===== src/verilog/boot_cfg_map.svh =====
`ifndef BOOT_CFG_MAP_SVH
`define BOOT_CFG_MAP_SVH
// ----------------------------------------------------------------------
// Register offsets
// ----------------------------------------------------------------------
`define OFS_STARTUP_CTRL 10'h000
`define OFS_STARTUP_EEADDR 10'h001
`define OFS_IDENT_REV 10'h002
`define OFS_IDENT_MID 10'h003
`define OFS_IDENT_LOW 10'h004
`define OFS_CONFIG_LOW 10'h005
// ----------------------------------------------------------------------
// Block ranges (first and last offset)
// ----------------------------------------------------------------------
`define RNG_STARTUP_LO 10'h000
`define RNG_STARTUP_HI 10'h001
`define RNG_IDENT_LO 10'h002
`define RNG_IDENT_HI 10'h005
`define RNG_SERIAL_LO 10'h006
`define RNG_SERIAL_HI 10'h007
`define RNG_PLL_LO 10'h008
`define RNG_PLL_HI 10'h02F
`define RNG_GPIO_LO 10'h030
`define RNG_GPIO_HI 10'h038
`define RNG_OUTPUT_LO 10'h039
`define RNG_OUTPUT_HI 10'h04A
`define RNG_ODSRC_LO 10'h063
`define RNG_ODSRC_HI 10'h078
`define RNG_IRQEN 10'h079
`define RNG_FACT_LO 10'h07A
`define RNG_FACT_HI 10'h07B
`define RNG_IRQST_LO 10'h200
`define RNG_IRQST_HI 10'h201
`define RNG_GPI 10'h20C
`define RNG_GSTAT_LO 10'h20D
`define RNG_GSTAT_HI 10'h212
// ----------------------------------------------------------------------
// Field positions and reset values
// ----------------------------------------------------------------------
`define RETRY_MSB 7
`define RETRY_LSB 3
`define RETRY_RST 5'h01
`define BIT_STORE_SEL 1
`define BIT_EXT_DIS 0
`define BIT_LONG_OFS 7
`define REV_RST 4'h0
`define CRC_OFFSET 8'h84
`define OTP_SHORT_BYTES 8'h08
`define BOOT_LAST_REG 8'h83
`endif


===== src/verilog/boot_cfg_pkg.sv =====
package boot_cfg_pkg;
  // Register block selected by an offset
  typedef enum logic [3:0] {
    blk_startup, blk_ident, blk_serial, blk_pll, blk_gpio, blk_output,
    blk_monitor, blk_irq_en, blk_factory, blk_irq_stat, blk_gpi,
    blk_global, blk_reserved
  } reg_block_t;
  // Boot sequencer states
  typedef enum logic [2:0] {
    st_por, st_otp, st_arb, st_read, st_done, st_fail
  } boot_state_t;
endpackage : boot_cfg_pkg


===== src/verilog/block_decode.sv =====
`timescale 1ns/1ps
`include "boot_cfg_map.svh"
// Decodes a register offset into its block
module block_decode
  import boot_cfg_pkg::*;
(
  input wire logic [9:0] addr,
  output reg_block_t block
);
  // ----------------------------------------------------------------------
  // Range helper
  // ----------------------------------------------------------------------
  function automatic logic in_rng(input logic [9:0] a, input logic [9:0] lo,
                                  input logic [9:0] hi);
    in_rng = (a >= lo) && (a <= hi);
  endfunction : in_rng

  // Gaps in the map fall through to reserved
  always_comb begin
    if (in_rng(addr, `RNG_STARTUP_LO, `RNG_STARTUP_HI)) block = blk_startup;
    else if (in_rng(addr, `RNG_IDENT_LO, `RNG_IDENT_HI)) block = blk_ident;
    else if (in_rng(addr, `RNG_SERIAL_LO, `RNG_SERIAL_HI)) block = blk_serial;
    else if (in_rng(addr, `RNG_PLL_LO, `RNG_PLL_HI)) block = blk_pll;
    else if (in_rng(addr, `RNG_GPIO_LO, `RNG_GPIO_HI)) block = blk_gpio;
    else if (in_rng(addr, `RNG_OUTPUT_LO, `RNG_OUTPUT_HI)) block = blk_output;
    else if (in_rng(addr, `RNG_ODSRC_LO, `RNG_ODSRC_HI)) block = blk_monitor;
    else if (addr == `RNG_IRQEN) block = blk_irq_en;
    else if (in_rng(addr, `RNG_FACT_LO, `RNG_FACT_HI)) block = blk_factory;
    else if (in_rng(addr, `RNG_IRQST_LO, `RNG_IRQST_HI)) block = blk_irq_stat;
    else if (addr == `RNG_GPI) block = blk_gpi;
    else if (in_rng(addr, `RNG_GSTAT_LO, `RNG_GSTAT_HI)) block = blk_global;
    else block = blk_reserved;
  end
endmodule : block_decode


===== src/verilog/startup_boot_config_regs.sv =====
`timescale 1ns/1ps
`include "boot_cfg_map.svh"
module startup_boot_config_regs
  import boot_cfg_pkg::*;
#(
  parameter logic [7:0] FACTORY_STARTUP = 8'h0B, // Factory startup byte
  parameter logic [7:0] FACTORY_EEADDR = 8'h50, // Factory memory address byte
  parameter logic [15:0] PART_CODE_RST = 16'h1234, // Arbitrary value
  parameter logic [10:0] DASH_RST = 11'h000, // Factory dash code
  parameter int unsigned POR_CYCLES = 16 // Internal power-up sequence length
) (
  input wire logic clock,
  input wire logic rstn,
  // Host register port from the serial slave
  input wire logic host_wr,
  input wire logic host_rd,
  input wire logic [9:0] host_addr,
  input wire logic [7:0] host_wdata,
  output logic [7:0] host_rdata,
  output logic host_busy,
  output reg_block_t host_block,
  // Internal store load
  output logic otp_req,
  output logic otp_short,
  input wire logic otp_done,
  // Serial memory master (bus side lives in the serial engine)
  output logic mem_req,
  output logic [6:0] mem_slave_addr,
  output logic mem_long_offset,
  output logic [7:0] mem_first_offset,
  output logic [7:0] mem_last_offset,
  input wire logic mem_grant,
  input wire logic mem_arb_lost,
  input wire logic mem_nack,
  input wire logic mem_byte_valid,
  input wire logic [7:0] mem_byte,
  input wire logic mem_read_done,
  // Boot result
  output logic boot_failure_flag,
  output logic boot_done
);
  // ----------------------------------------------------------------------
  // Registers
  // ----------------------------------------------------------------------
  logic [4:0] boot_retry_count_ff; // Extra arbitration attempts
  logic internal_store_load_select_ff; // 1: only first bytes from store
  logic external_boot_disable_ff; // 1: skip external memory
  logic long_offset_addressing_ff; // Two offset bytes
  logic [6:0] boot_memory_slave_address_ff; // Memory slave address
  logic [3:0] silicon_revision_ff; // Revision nibble
  logic [15:0] part_code_ff; // Part code
  logic [10:0] dash_code_ff; // Configuration dash code
  boot_state_t state_ff; // Boot sequencer
  logic [4:0] tries_ff; // Retries used
  logic [7:0] crc_ff; // Running CRC of received bytes
  logic [7:0] rx_ofs_ff; // Offset of next received byte
  logic [$clog2(POR_CYCLES+1)-1:0] por_cnt_ff; // Power-up delay
  logic fail_ff; // Sticky failure
  logic [7:0] rdata_q_ff; // Registered read data
  logic host_ok; // Host access allowed

  // ----------------------------------------------------------------------
  // CRC-8, polynomial x^8+x^2+x+1, one byte at a time
  // ----------------------------------------------------------------------
  function automatic logic [7:0] crc8(input logic [7:0] c, input logic [7:0] d);
    logic [7:0] r;
    r = c ^ d;
    for (int i = 0; i < 8; i++) begin
      r = r[7] ? ((r << 1) ^ 8'h07) : (r << 1);
    end
    crc8 = r;
  endfunction : crc8

  // ----------------------------------------------------------------------
  // Block decode
  // ----------------------------------------------------------------------
  block_decode u_decode (
    .addr(host_addr),
    .block(host_block)
  );

  // Host accesses are refused for the whole boot
  assign host_ok = (state_ff == st_done) || (state_ff == st_fail);
  assign host_busy = !host_ok;

  // ----------------------------------------------------------------------
  // Boot sequencer
  // ----------------------------------------------------------------------
  // Power-up wait, internal load, then optional external load
  always_ff @(posedge clock) begin
    if (!rstn) begin
      state_ff <= st_por;
      por_cnt_ff <= '0;
      tries_ff <= '0;
    end else begin
      case (state_ff)
        st_por: begin
          // Wait for the power-up sequence after reset release
          if (por_cnt_ff == POR_CYCLES[$bits(por_cnt_ff)-1:0] - 1'b1) begin
            state_ff <= st_otp;
          end else begin
            por_cnt_ff <= por_cnt_ff + 1'b1;
          end
        end
        st_otp: begin
          // External boot only when bit zero is low
          if (otp_done) begin
            state_ff <= external_boot_disable_ff ? st_done : st_arb;
          end
        end
        st_arb: begin
          if (mem_grant) begin
            state_ff <= st_read;
          end else if (mem_arb_lost) begin
            // First try is not counted against the retry field
            if (tries_ff == boot_retry_count_ff) begin
              state_ff <= st_fail;
            end else begin
              tries_ff <= tries_ff + 1'b1;
            end
          end
        end
        st_read: begin
          if (mem_nack) begin
            state_ff <= st_fail;
          end else if (mem_read_done) begin
            state_ff <= (rx_ofs_ff > `CRC_OFFSET) ? st_done : st_fail;
          end
        end
        st_done: state_ff <= st_done;
        st_fail: state_ff <= st_fail;
        default: state_ff <= st_fail;
      endcase
    end
  end

  // CRC tracking and check on the final byte
  always_ff @(posedge clock) begin
    if (!rstn) begin
      crc_ff <= 8'h00;
      rx_ofs_ff <= 8'h00;
      fail_ff <= 1'b0;
    end else begin
      if (state_ff == st_read && mem_byte_valid) begin
        rx_ofs_ff <= rx_ofs_ff + 1'b1;
        if (rx_ofs_ff == `CRC_OFFSET) begin
          if (mem_byte != crc_ff) begin
            fail_ff <= 1'b1;
          end
        end else begin
          crc_ff <= crc8(crc_ff, mem_byte);
        end
      end
      if ((state_ff == st_read && mem_nack) ||
          (state_ff == st_arb && mem_arb_lost && tries_ff == boot_retry_count_ff)) begin
        fail_ff <= 1'b1;
      end
    end
  end

  // Requests to the internal store and serial engine
  assign otp_req = (state_ff == st_otp);
  assign otp_short = internal_store_load_select_ff;
  assign mem_req = (state_ff == st_arb) || (state_ff == st_read);
  assign mem_slave_addr = boot_memory_slave_address_ff;
  assign mem_long_offset = long_offset_addressing_ff;
  assign mem_first_offset = 8'h00;
  assign mem_last_offset = `CRC_OFFSET;
  assign boot_failure_flag = fail_ff || (state_ff == st_fail);
  assign boot_done = host_ok;

  // ----------------------------------------------------------------------
  // Register writes (host only; loaded bytes feed the CRC and are not stored)
  // ----------------------------------------------------------------------
  always_ff @(posedge clock) begin
    if (!rstn) begin
      boot_retry_count_ff <= `RETRY_RST;
      internal_store_load_select_ff <= FACTORY_STARTUP[`BIT_STORE_SEL];
      external_boot_disable_ff <= FACTORY_STARTUP[`BIT_EXT_DIS];
      long_offset_addressing_ff <= FACTORY_EEADDR[`BIT_LONG_OFS];
      boot_memory_slave_address_ff <= FACTORY_EEADDR[6:0];
      silicon_revision_ff <= `REV_RST;
      part_code_ff <= PART_CODE_RST;
      dash_code_ff <= DASH_RST;
    end else if (host_ok && host_wr) begin
      case (host_addr)
        `OFS_STARTUP_CTRL: begin
          boot_retry_count_ff <= host_wdata[`RETRY_MSB:`RETRY_LSB];
          internal_store_load_select_ff <= host_wdata[`BIT_STORE_SEL];
          external_boot_disable_ff <= host_wdata[`BIT_EXT_DIS];
        end
        `OFS_STARTUP_EEADDR: begin
          long_offset_addressing_ff <= host_wdata[`BIT_LONG_OFS];
          boot_memory_slave_address_ff <= host_wdata[6:0];
        end
        `OFS_IDENT_REV: begin
          silicon_revision_ff <= host_wdata[7:4];
          part_code_ff[15:12] <= host_wdata[3:0];
        end
        `OFS_IDENT_MID: part_code_ff[11:4] <= host_wdata;
        `OFS_IDENT_LOW: begin
          part_code_ff[3:0] <= host_wdata[7:4];
          dash_code_ff[10:7] <= host_wdata[3:0];
        end
        `OFS_CONFIG_LOW: dash_code_ff[6:0] <= host_wdata[6:0];
        default: ;
      endcase
    end
  end

  // ----------------------------------------------------------------------
  // Read data, registered; reserved and other blocks read zero here
  // ----------------------------------------------------------------------
  always_ff @(posedge clock) begin
    if (!rstn) begin
      rdata_q_ff <= 8'h00;
    end else if (host_ok && host_rd) begin
      case (host_addr)
        `OFS_STARTUP_CTRL: rdata_q_ff <= {boot_retry_count_ff, 1'b0,
          internal_store_load_select_ff, external_boot_disable_ff};
        `OFS_STARTUP_EEADDR: rdata_q_ff <= {long_offset_addressing_ff,
          boot_memory_slave_address_ff};
        `OFS_IDENT_REV: rdata_q_ff <= {silicon_revision_ff, part_code_ff[15:12]};
        `OFS_IDENT_MID: rdata_q_ff <= part_code_ff[11:4];
        `OFS_IDENT_LOW: rdata_q_ff <= {part_code_ff[3:0], dash_code_ff[10:7]};
        `OFS_CONFIG_LOW: rdata_q_ff <= {1'b0, dash_code_ff[6:0]};
        default: rdata_q_ff <= 8'h00;
      endcase
    end
  end

  assign host_rdata = rdata_q_ff;
endmodule : startup_boot_config_regs


===== config.mk =====
export PLATFORM = sky130hd
export DESIGN_NAME = startup_boot_config_regs
export DESIGN_NICKNAME = d
export VERILOG_FILES = /design/src/verilog/boot_cfg_pkg.sv /design/src/verilog/block_decode.sv /design/src/verilog/startup_boot_config_regs.sv
export VERILOG_INCLUDE_DIRS = /design/src /design/src/verilog
export SDC_FILE = /design/constraint.sdc
export NUM_CORES = 1
export LEC_CHECK = 0
export BUFFER_PORTS_ARGS = -buffer_cell sky130_fd_sc_hd__buf_2
export CAP_MARGIN = 20
export CELL_PAD_IN_SITES_DETAIL_PLACEMENT = 2
export CELL_PAD_IN_SITES_GLOBAL_PLACEMENT = 2
export CORE_ASPECT_RATIO = 0.6
export CORE_MARGIN = 2
export CORE_UTILIZATION = 32
export CTS_BUF_LIST = sky130_fd_sc_hd__clkbuf_8
export DETAILED_ROUTE_END_ITERATION = 10
export PLACE_DENSITY = 0.8
export SLEW_MARGIN = 10
export SYNTH_ARGS = -nofsm -noshare
export SYNTH_HDL_FRONTEND = slang
export SYNTH_SLANG_ARGS = --single-unit

===== constraint.sdc =====
create_clock -name clock -period 2.1 [get_ports clock]
set_input_delay 0.315 -clock clock [delete_from_list [all_inputs] [get_ports clock]]
set_output_delay 0.315 -clock clock [all_outputs]
set_load 0.01 [all_outputs]

Yosys cells after proc, flatten, opt, wreduce, memory -nomap -nowiden. Index checks and enable logic that the tools add are counted. W data, S select, Z words.

Add/sub/neg operators: 3. $mul: 0. Div/mod/pow operators: 0. Magnitude comparators: 21. Equality and inequality tests: 21. Shifts and indexed selects: 0. Muxes and demuxes: 35. Bitwise gates (word level): 13. Reductions and logical operators: 37.

Operators with widths (count): $mux W3 (17); $pmux W8 S6 (1); $mux W4 (11); $le A10 B7 Y1 const B (3); $not A3 Y3 (8); $eq A10 B2 Y1 const B (2); $eq A10 B3 Y1 const B (2); $ge A10 B10 Y1 const B (2); $ge A10 B6 Y1 const B (2); $ge A10 B7 Y1 const B (2); $le A10 B10 Y1 const B (2); $le A10 B3 Y1 const B (2); $le A10 B6 Y1 const B (2); $logic_and A1 B1 Y1 (16); $reduce_and A2 Y1 (8); $pmux W3 S5 (1); $add A5 B1 Y5 const B (2); $eq A10 B1 Y1 const B (1); $eq A10 B10 Y1 const B (1); $eq A10 B7 Y1 const B (1); $ge A10 B1 Y1 const B (1); $ge A10 B2 Y1 const B (1); $ge A10 B3 Y1 const B (1); $ge A10 B4 Y1 const B (1); 24 further kinds (40).

Bits in registers: 84. Latch bits: 0. Bits in writable memories: 0. Memory bits (read-only): 0. Input bits: 36. Memories kept: 0.

Logic depth before layout (Yosys ltp).
Word-level depth: 17. Gate-level depth with buffers: 8. Gate-level depth less buffers: 8.

By module. From an unflattened synthesis, not the netlist that was laid out.

Cells, all modules: 518. Area total of the unflattened synthesis: 4764.6 µm².

Modules (own cells, without submodules): startup_boot_config_regs (instances 1, cells each 463, area each 4376.7 µm²); block_decode (instances 1, cells each 55, area each 387.9 µm²).

Worst setup path before layout. Ideal clock, no wire load.

Kind: input -> register. From: input host_addr[8]. To: register part_code_ff[2]. Arrival time: 2.082 ns. Data required time: 1.971 ns. Path slack: -0.111 ns. Stages on the path: 6. Path buffers: 1. Path through: or4_4 > or4_4 > buf_6 > nor3_4 > mux2i_1 > nand2_1.

Cells in the longest elaborated chain, start to end: 2.

Ends and longest elaborated chain: start, declared (line startup_boot_config_regs.sv:17) `input wire logic [9:0] host_addr,`; $eq A10 B3 Y1 (line startup_boot_config_regs.sv:186) `case (host_addr)`; $reduce_and A2 Y1 (no source line); end signal, assigned (line startup_boot_config_regs.sv:202) `part_code_ff[3:0] <= host_wdata[7:4];`; end, declared (line startup_boot_config_regs.sv:51) `logic [15:0] part_code_ff;`.

No other way between the ends. A chain may end at the register's enable or synchronous reset.

Worst setup path in the final report.
From: input host_addr[4]. To: output host_block[3].

Cells in the longest elaborated chain, start to end: 12. Elaborated cells on any way between the ends: 38.

Ends and longest elaborated chain: $ge A10 B10 Y1 / $le A10 B10 Y1 (equally long branches) (line block_decode.sv:15) `in_rng = (a >= lo) && (a <= hi);`; $logic_and A1 B1 Y1 (line block_decode.sv:15); $mux W4 (line block_decode.sv:29) `` else if (in_rng(addr, `RNG_IRQST_LO, `RNG_IRQST_HI)) block = blk_irq_stat; ``; $mux W4 (line block_decode.sv:28) `` else if (in_rng(addr, `RNG_FACT_LO, `RNG_FACT_HI)) block = blk_factory; ``; $mux W4 (line block_decode.sv:27) `` else if (addr == `RNG_IRQEN) block = blk_irq_en; ``; $mux W4 (line block_decode.sv:26) `` else if (in_rng(addr, `RNG_ODSRC_LO, `RNG_ODSRC_HI)) block = blk_monitor; ``; $mux W4 (line block_decode.sv:25) `` else if (in_rng(addr, `RNG_OUTPUT_LO, `RNG_OUTPUT_HI)) block = blk_output; ``; $mux W4 (line block_decode.sv:24) `` else if (in_rng(addr, `RNG_GPIO_LO, `RNG_GPIO_HI)) block = blk_gpio; ``; $mux W4 (line block_decode.sv:23) `` else if (in_rng(addr, `RNG_PLL_LO, `RNG_PLL_HI)) block = blk_pll; ``; $mux W4 (line block_decode.sv:22) `` else if (in_rng(addr, `RNG_SERIAL_LO, `RNG_SERIAL_HI)) block = blk_serial; ``; $mux W4 (line block_decode.sv:21) `` else if (in_rng(addr, `RNG_IDENT_LO, `RNG_IDENT_HI)) block = blk_ident; ``; $mux W4 (*) (line block_decode.sv:20) `` if (in_rng(addr, `RNG_STARTUP_LO, `RNG_STARTUP_HI)) block = blk_startup; ``; end, declared (line startup_boot_config_regs.sv:21) `output reg_block_t host_block,`.

Mark *: on every way between the ends. The rest lies on a longest branch, timed or not.

==> results.md <==
* Pins Over Slew Limit at 0
* Initial antenna violation count at 0
* Syn_area_per_cell at 9.13 µm²
* CP max stage delay at 0.25 ns
* Final Cycle Share at 0.960
* Post-synth top area share at 0.368
* Combinational share of power at 0.099
* WL/cell at 19.1 µm
* YS warnings at 0
* Post-layout util at 0.398
* Most frequent cells after synthesis: 84 x dfxtp_1, 52 x nand2_1, 48 x mux2i_1
* CP cell instances: buf_2 > buf_4 > and2_2 > nand4_1 > nor4_4 > a32o_1 > and3b_1 > buf_2
* P_int at 2.33 mW
* Measured slew at the worst slew-check pin at 0.512 ns
* #FFs+latches synth at 84
* Vias in the first global route at around 4300
* Fill count at 1573
* Clock sink count at 84
* Post-place setup slack at -0.182 ns
* Post-route DRC at 0
* Worst-Skew Late Latency at 0.36 ns
* Mapped Area at 0.00457 mm²
* Starting DRT DRC Count at 181
* Critical path capture point type: output pin
* First-pass GRT wire length at 23400 µm
* Critical path's slowest cell: nor4_4
* Hold/Removal Path Class: input port to register
* I/O pin count at approximately 80
* Grt ovf at 0
* Die Y at 96.6 µm
* Final hold viol count at 0
* Max-cap viol count at 0
* Tmin final at 2.02 ns
* Cell taking the most area after synthesis: dfxtp_1
* Post-DP HPWL at 11400 µm
* RSZ-0062 raised after global routing: yes
* Final WL at ~15000 µm
* Async set or reset register ratio after synthesis at 0
* Power Density at approximately 570 mW/mm²
* Post-synthesis cell type count at 53
* Vias at a little under 4000
* CP Launch Type: input port
* Cells after Synth at 501
* Die W at 158 µm
* CP Buf/Inv Count at 3
* Crit-path leading delay family: simple AND/OR/NAND/NOR gates
* Clk buf depth at 2
* Sw power at ~0.78 mW
* Most frequent cell after synthesis: dfxtp_1
* Sequential share of power at 0.514
* Crit-path max FO at 7
* CTS H-tree depth at 3
* CTS Buf Count at 9
* Vias per inst at 5.08
* Layout cells sized above 1 at 0.238
* Status: finished, final reports clean
* Overall routing resource usage at 0.202
* Rel. slew slack at 0.656
* Num rows at 33
* Setup repair bufs after CTS at 0
* Most used cell, CP: buf_2
* Clock power frac at 0.387
* Clk root buf: clkbuf_8
* GPL Wtd Cong at 0.901
* Seq/Total Area, Yosys at 0.368
* Reg clk slew, reported paths at around 0.080 ns
* Largest net degree at the start of global routing at 92
* Leakage power at 2.44 nW
* Net switching fraction of the power at 0.251
* Area growth from synthesis to layout at 20.1%
* Worst Slack Setup Final at 0.0835 ns
* Nets at 628
* Highest clock rate at 496 MHz
* Initial Utilization at 0.332
* Multi-input gate area at 0.00271 mm²
* Ant diodes at 0
* Worst Path Required at 1.78 ns
* Area contributors post-synth: dfxtp_1 37%, mux2i_1 11%, nor2b_1 4.8%
* Core ar. at roughly 0.014 mm²
* CTS tree: built
* Port bufs at a little over 60
* Die Area at roughly 0.015 mm²
* Top FF cell, synth: dfxtp_1
* Worst Skew at 0.00938 ns
* Post-route antenna net violation count at 0
* Flip-flop and latch area at around 0.0017 mm²
* Post-synth EDFFs at 0
* Final setup vio count at 0
* Max VDD drop at 0.000337 V
* Setup TNS at 0 ns
* Drt pass-1 iters at 4
* CP arrival at between 1.5 and 2 ns
* Setup Crit Path Kind: input port to output pin
-- sequential cells by signal (all words and copies together), names as in the netlist --
register	flops
part_code_ff	16
crc_ff	8
por_cnt_ff	5
boot_retry_count_ff	5
rx_ofs_ff	8
mem_slave_addr	7
host_rdata	8
fail_ff	1
dash_code_ff	11
state_ff	3
tries_ff	5
external_boot_disable_ff	1
mem_long_offset	1
otp_short	1
silicon_revision_ff	4
-- placed cells by master (no fill, tap or decap), drive strengths merged, types with 2 or more instances in the layout --
cell    instances
nand4           6
or3             4
mux4            6
and4            3
ha              8
o22ai           2
nor4            5
nand2          52
o21ai          19
nor3b           2
xor2           16
mux2i          48
nand3          14
and3            7
conb           16
a22oi           9
nor3            9
o211a           3
nand3b          3
a21boi         11
clkbuf         11
a211oi          2
and3b           2
nor2b          35
and2           14
a21oi          11
xnor2          21
nand2b         10
dfxtp          84
a31oi           4
nor2           11
or4             2
inv            13
clkinv          2
buf           100
mux2            8
-- worst min-delay path: cells and delay by family --
kind	cells	cell delay, ns
compound gates	1	0.07
buf+inv	1	0.13
simple gates	1	0.06
-- cell type report --
type	count	area share
sequential	84	0.306
multi-input combinational	377	0.494
inverter	12	0.00820
clock inverter	5	0.00934
timing repair buffer	100	0.111
tap	192	0.0437
clock buffer	11	0.0276
-- power groups by stage --
stage | clock network (mW) | logic, mW | registers, mW
4_1_cts | 1.25 | 0.308 | 1.60
2_1_floorplan | 0 | 0.190 | 1.64
3_3_place_gp | 0 | 0.290 | 1.64
5_1_grt | 1.31 | 0.340 | 1.60
3_5_place_dp | 0 | 0.302 | 1.64
6_report | 1.21 | 0.310 | 1.60
-- layer usage --
metal | global-route usage | vias to the layer above | wire, µm
li1 | - | 1880 | -
met1 | 0.278 | 1995 | 7230
met2 | 0.326 | 83 | 6780
met3 | 0.0473 | 10 | 800
met4 | 0.0405 | 0 | 123
met5 | 0 | - | 0
-- per-stage QoR --
| step | instances | hold WS (ns) | power (mW) | instance area, µm² |
|---|---|---|---|---|
| 2_1_floorplan | 515 | 0.436 | 1.83 | 4630 |
| 3_3_place_gp | 765 | 0.452 | 1.93 | 5250 |
| 3_5_place_dp | 765 | 0.471 | 1.94 | 5250 |
| 4_1_cts | 781 | 0.247 | 3.16 | 5460 |
| 5_1_grt | 781 | 0.259 | 3.25 | 5490 |
| 6_report | 781 | 0.265 | 3.12 | 5490 |
-- final timing paths --
path | startpoint | endpoint | slack, ns | depth (start not counted)
max reg2reg | state_ff[2] | tries_ff[4] | 0.17 | 7
max | host_addr[4] | host_block[3] | 0.08 | 8
min | host_wdata[2] | dash_code_ff[2] | 0.26 | 3
min reg2reg | dash_code_ff[6] | dash_code_ff[6] | 0.50 | 2
-- cells by family (layout without fill, tap and decap cells) --
group | count (synthesis) | count (layout) | synth area share
mux | 62 | 62 | 0.154
fa+ha+maj | 8 | 8 | 0.0219
compound gates | 72 | 72 | 0.105
flops | 84 | 84 | 0.368
simple gates | 182 | 182 | 0.219
xor+xnor | 37 | 37 | 0.0709
buf+inv | 54 | 128 | 0.0594
other cells | 2 | 16 | 0.00164
-- timing repair --
item,in CTS,in global routing
hold buffers,0,0
hold endpoints to repair,0,0
gates resized for setup,3,8
setup endpoints to repair,3,6
pin swaps,0,1
(Power assumes the default switching activity.)
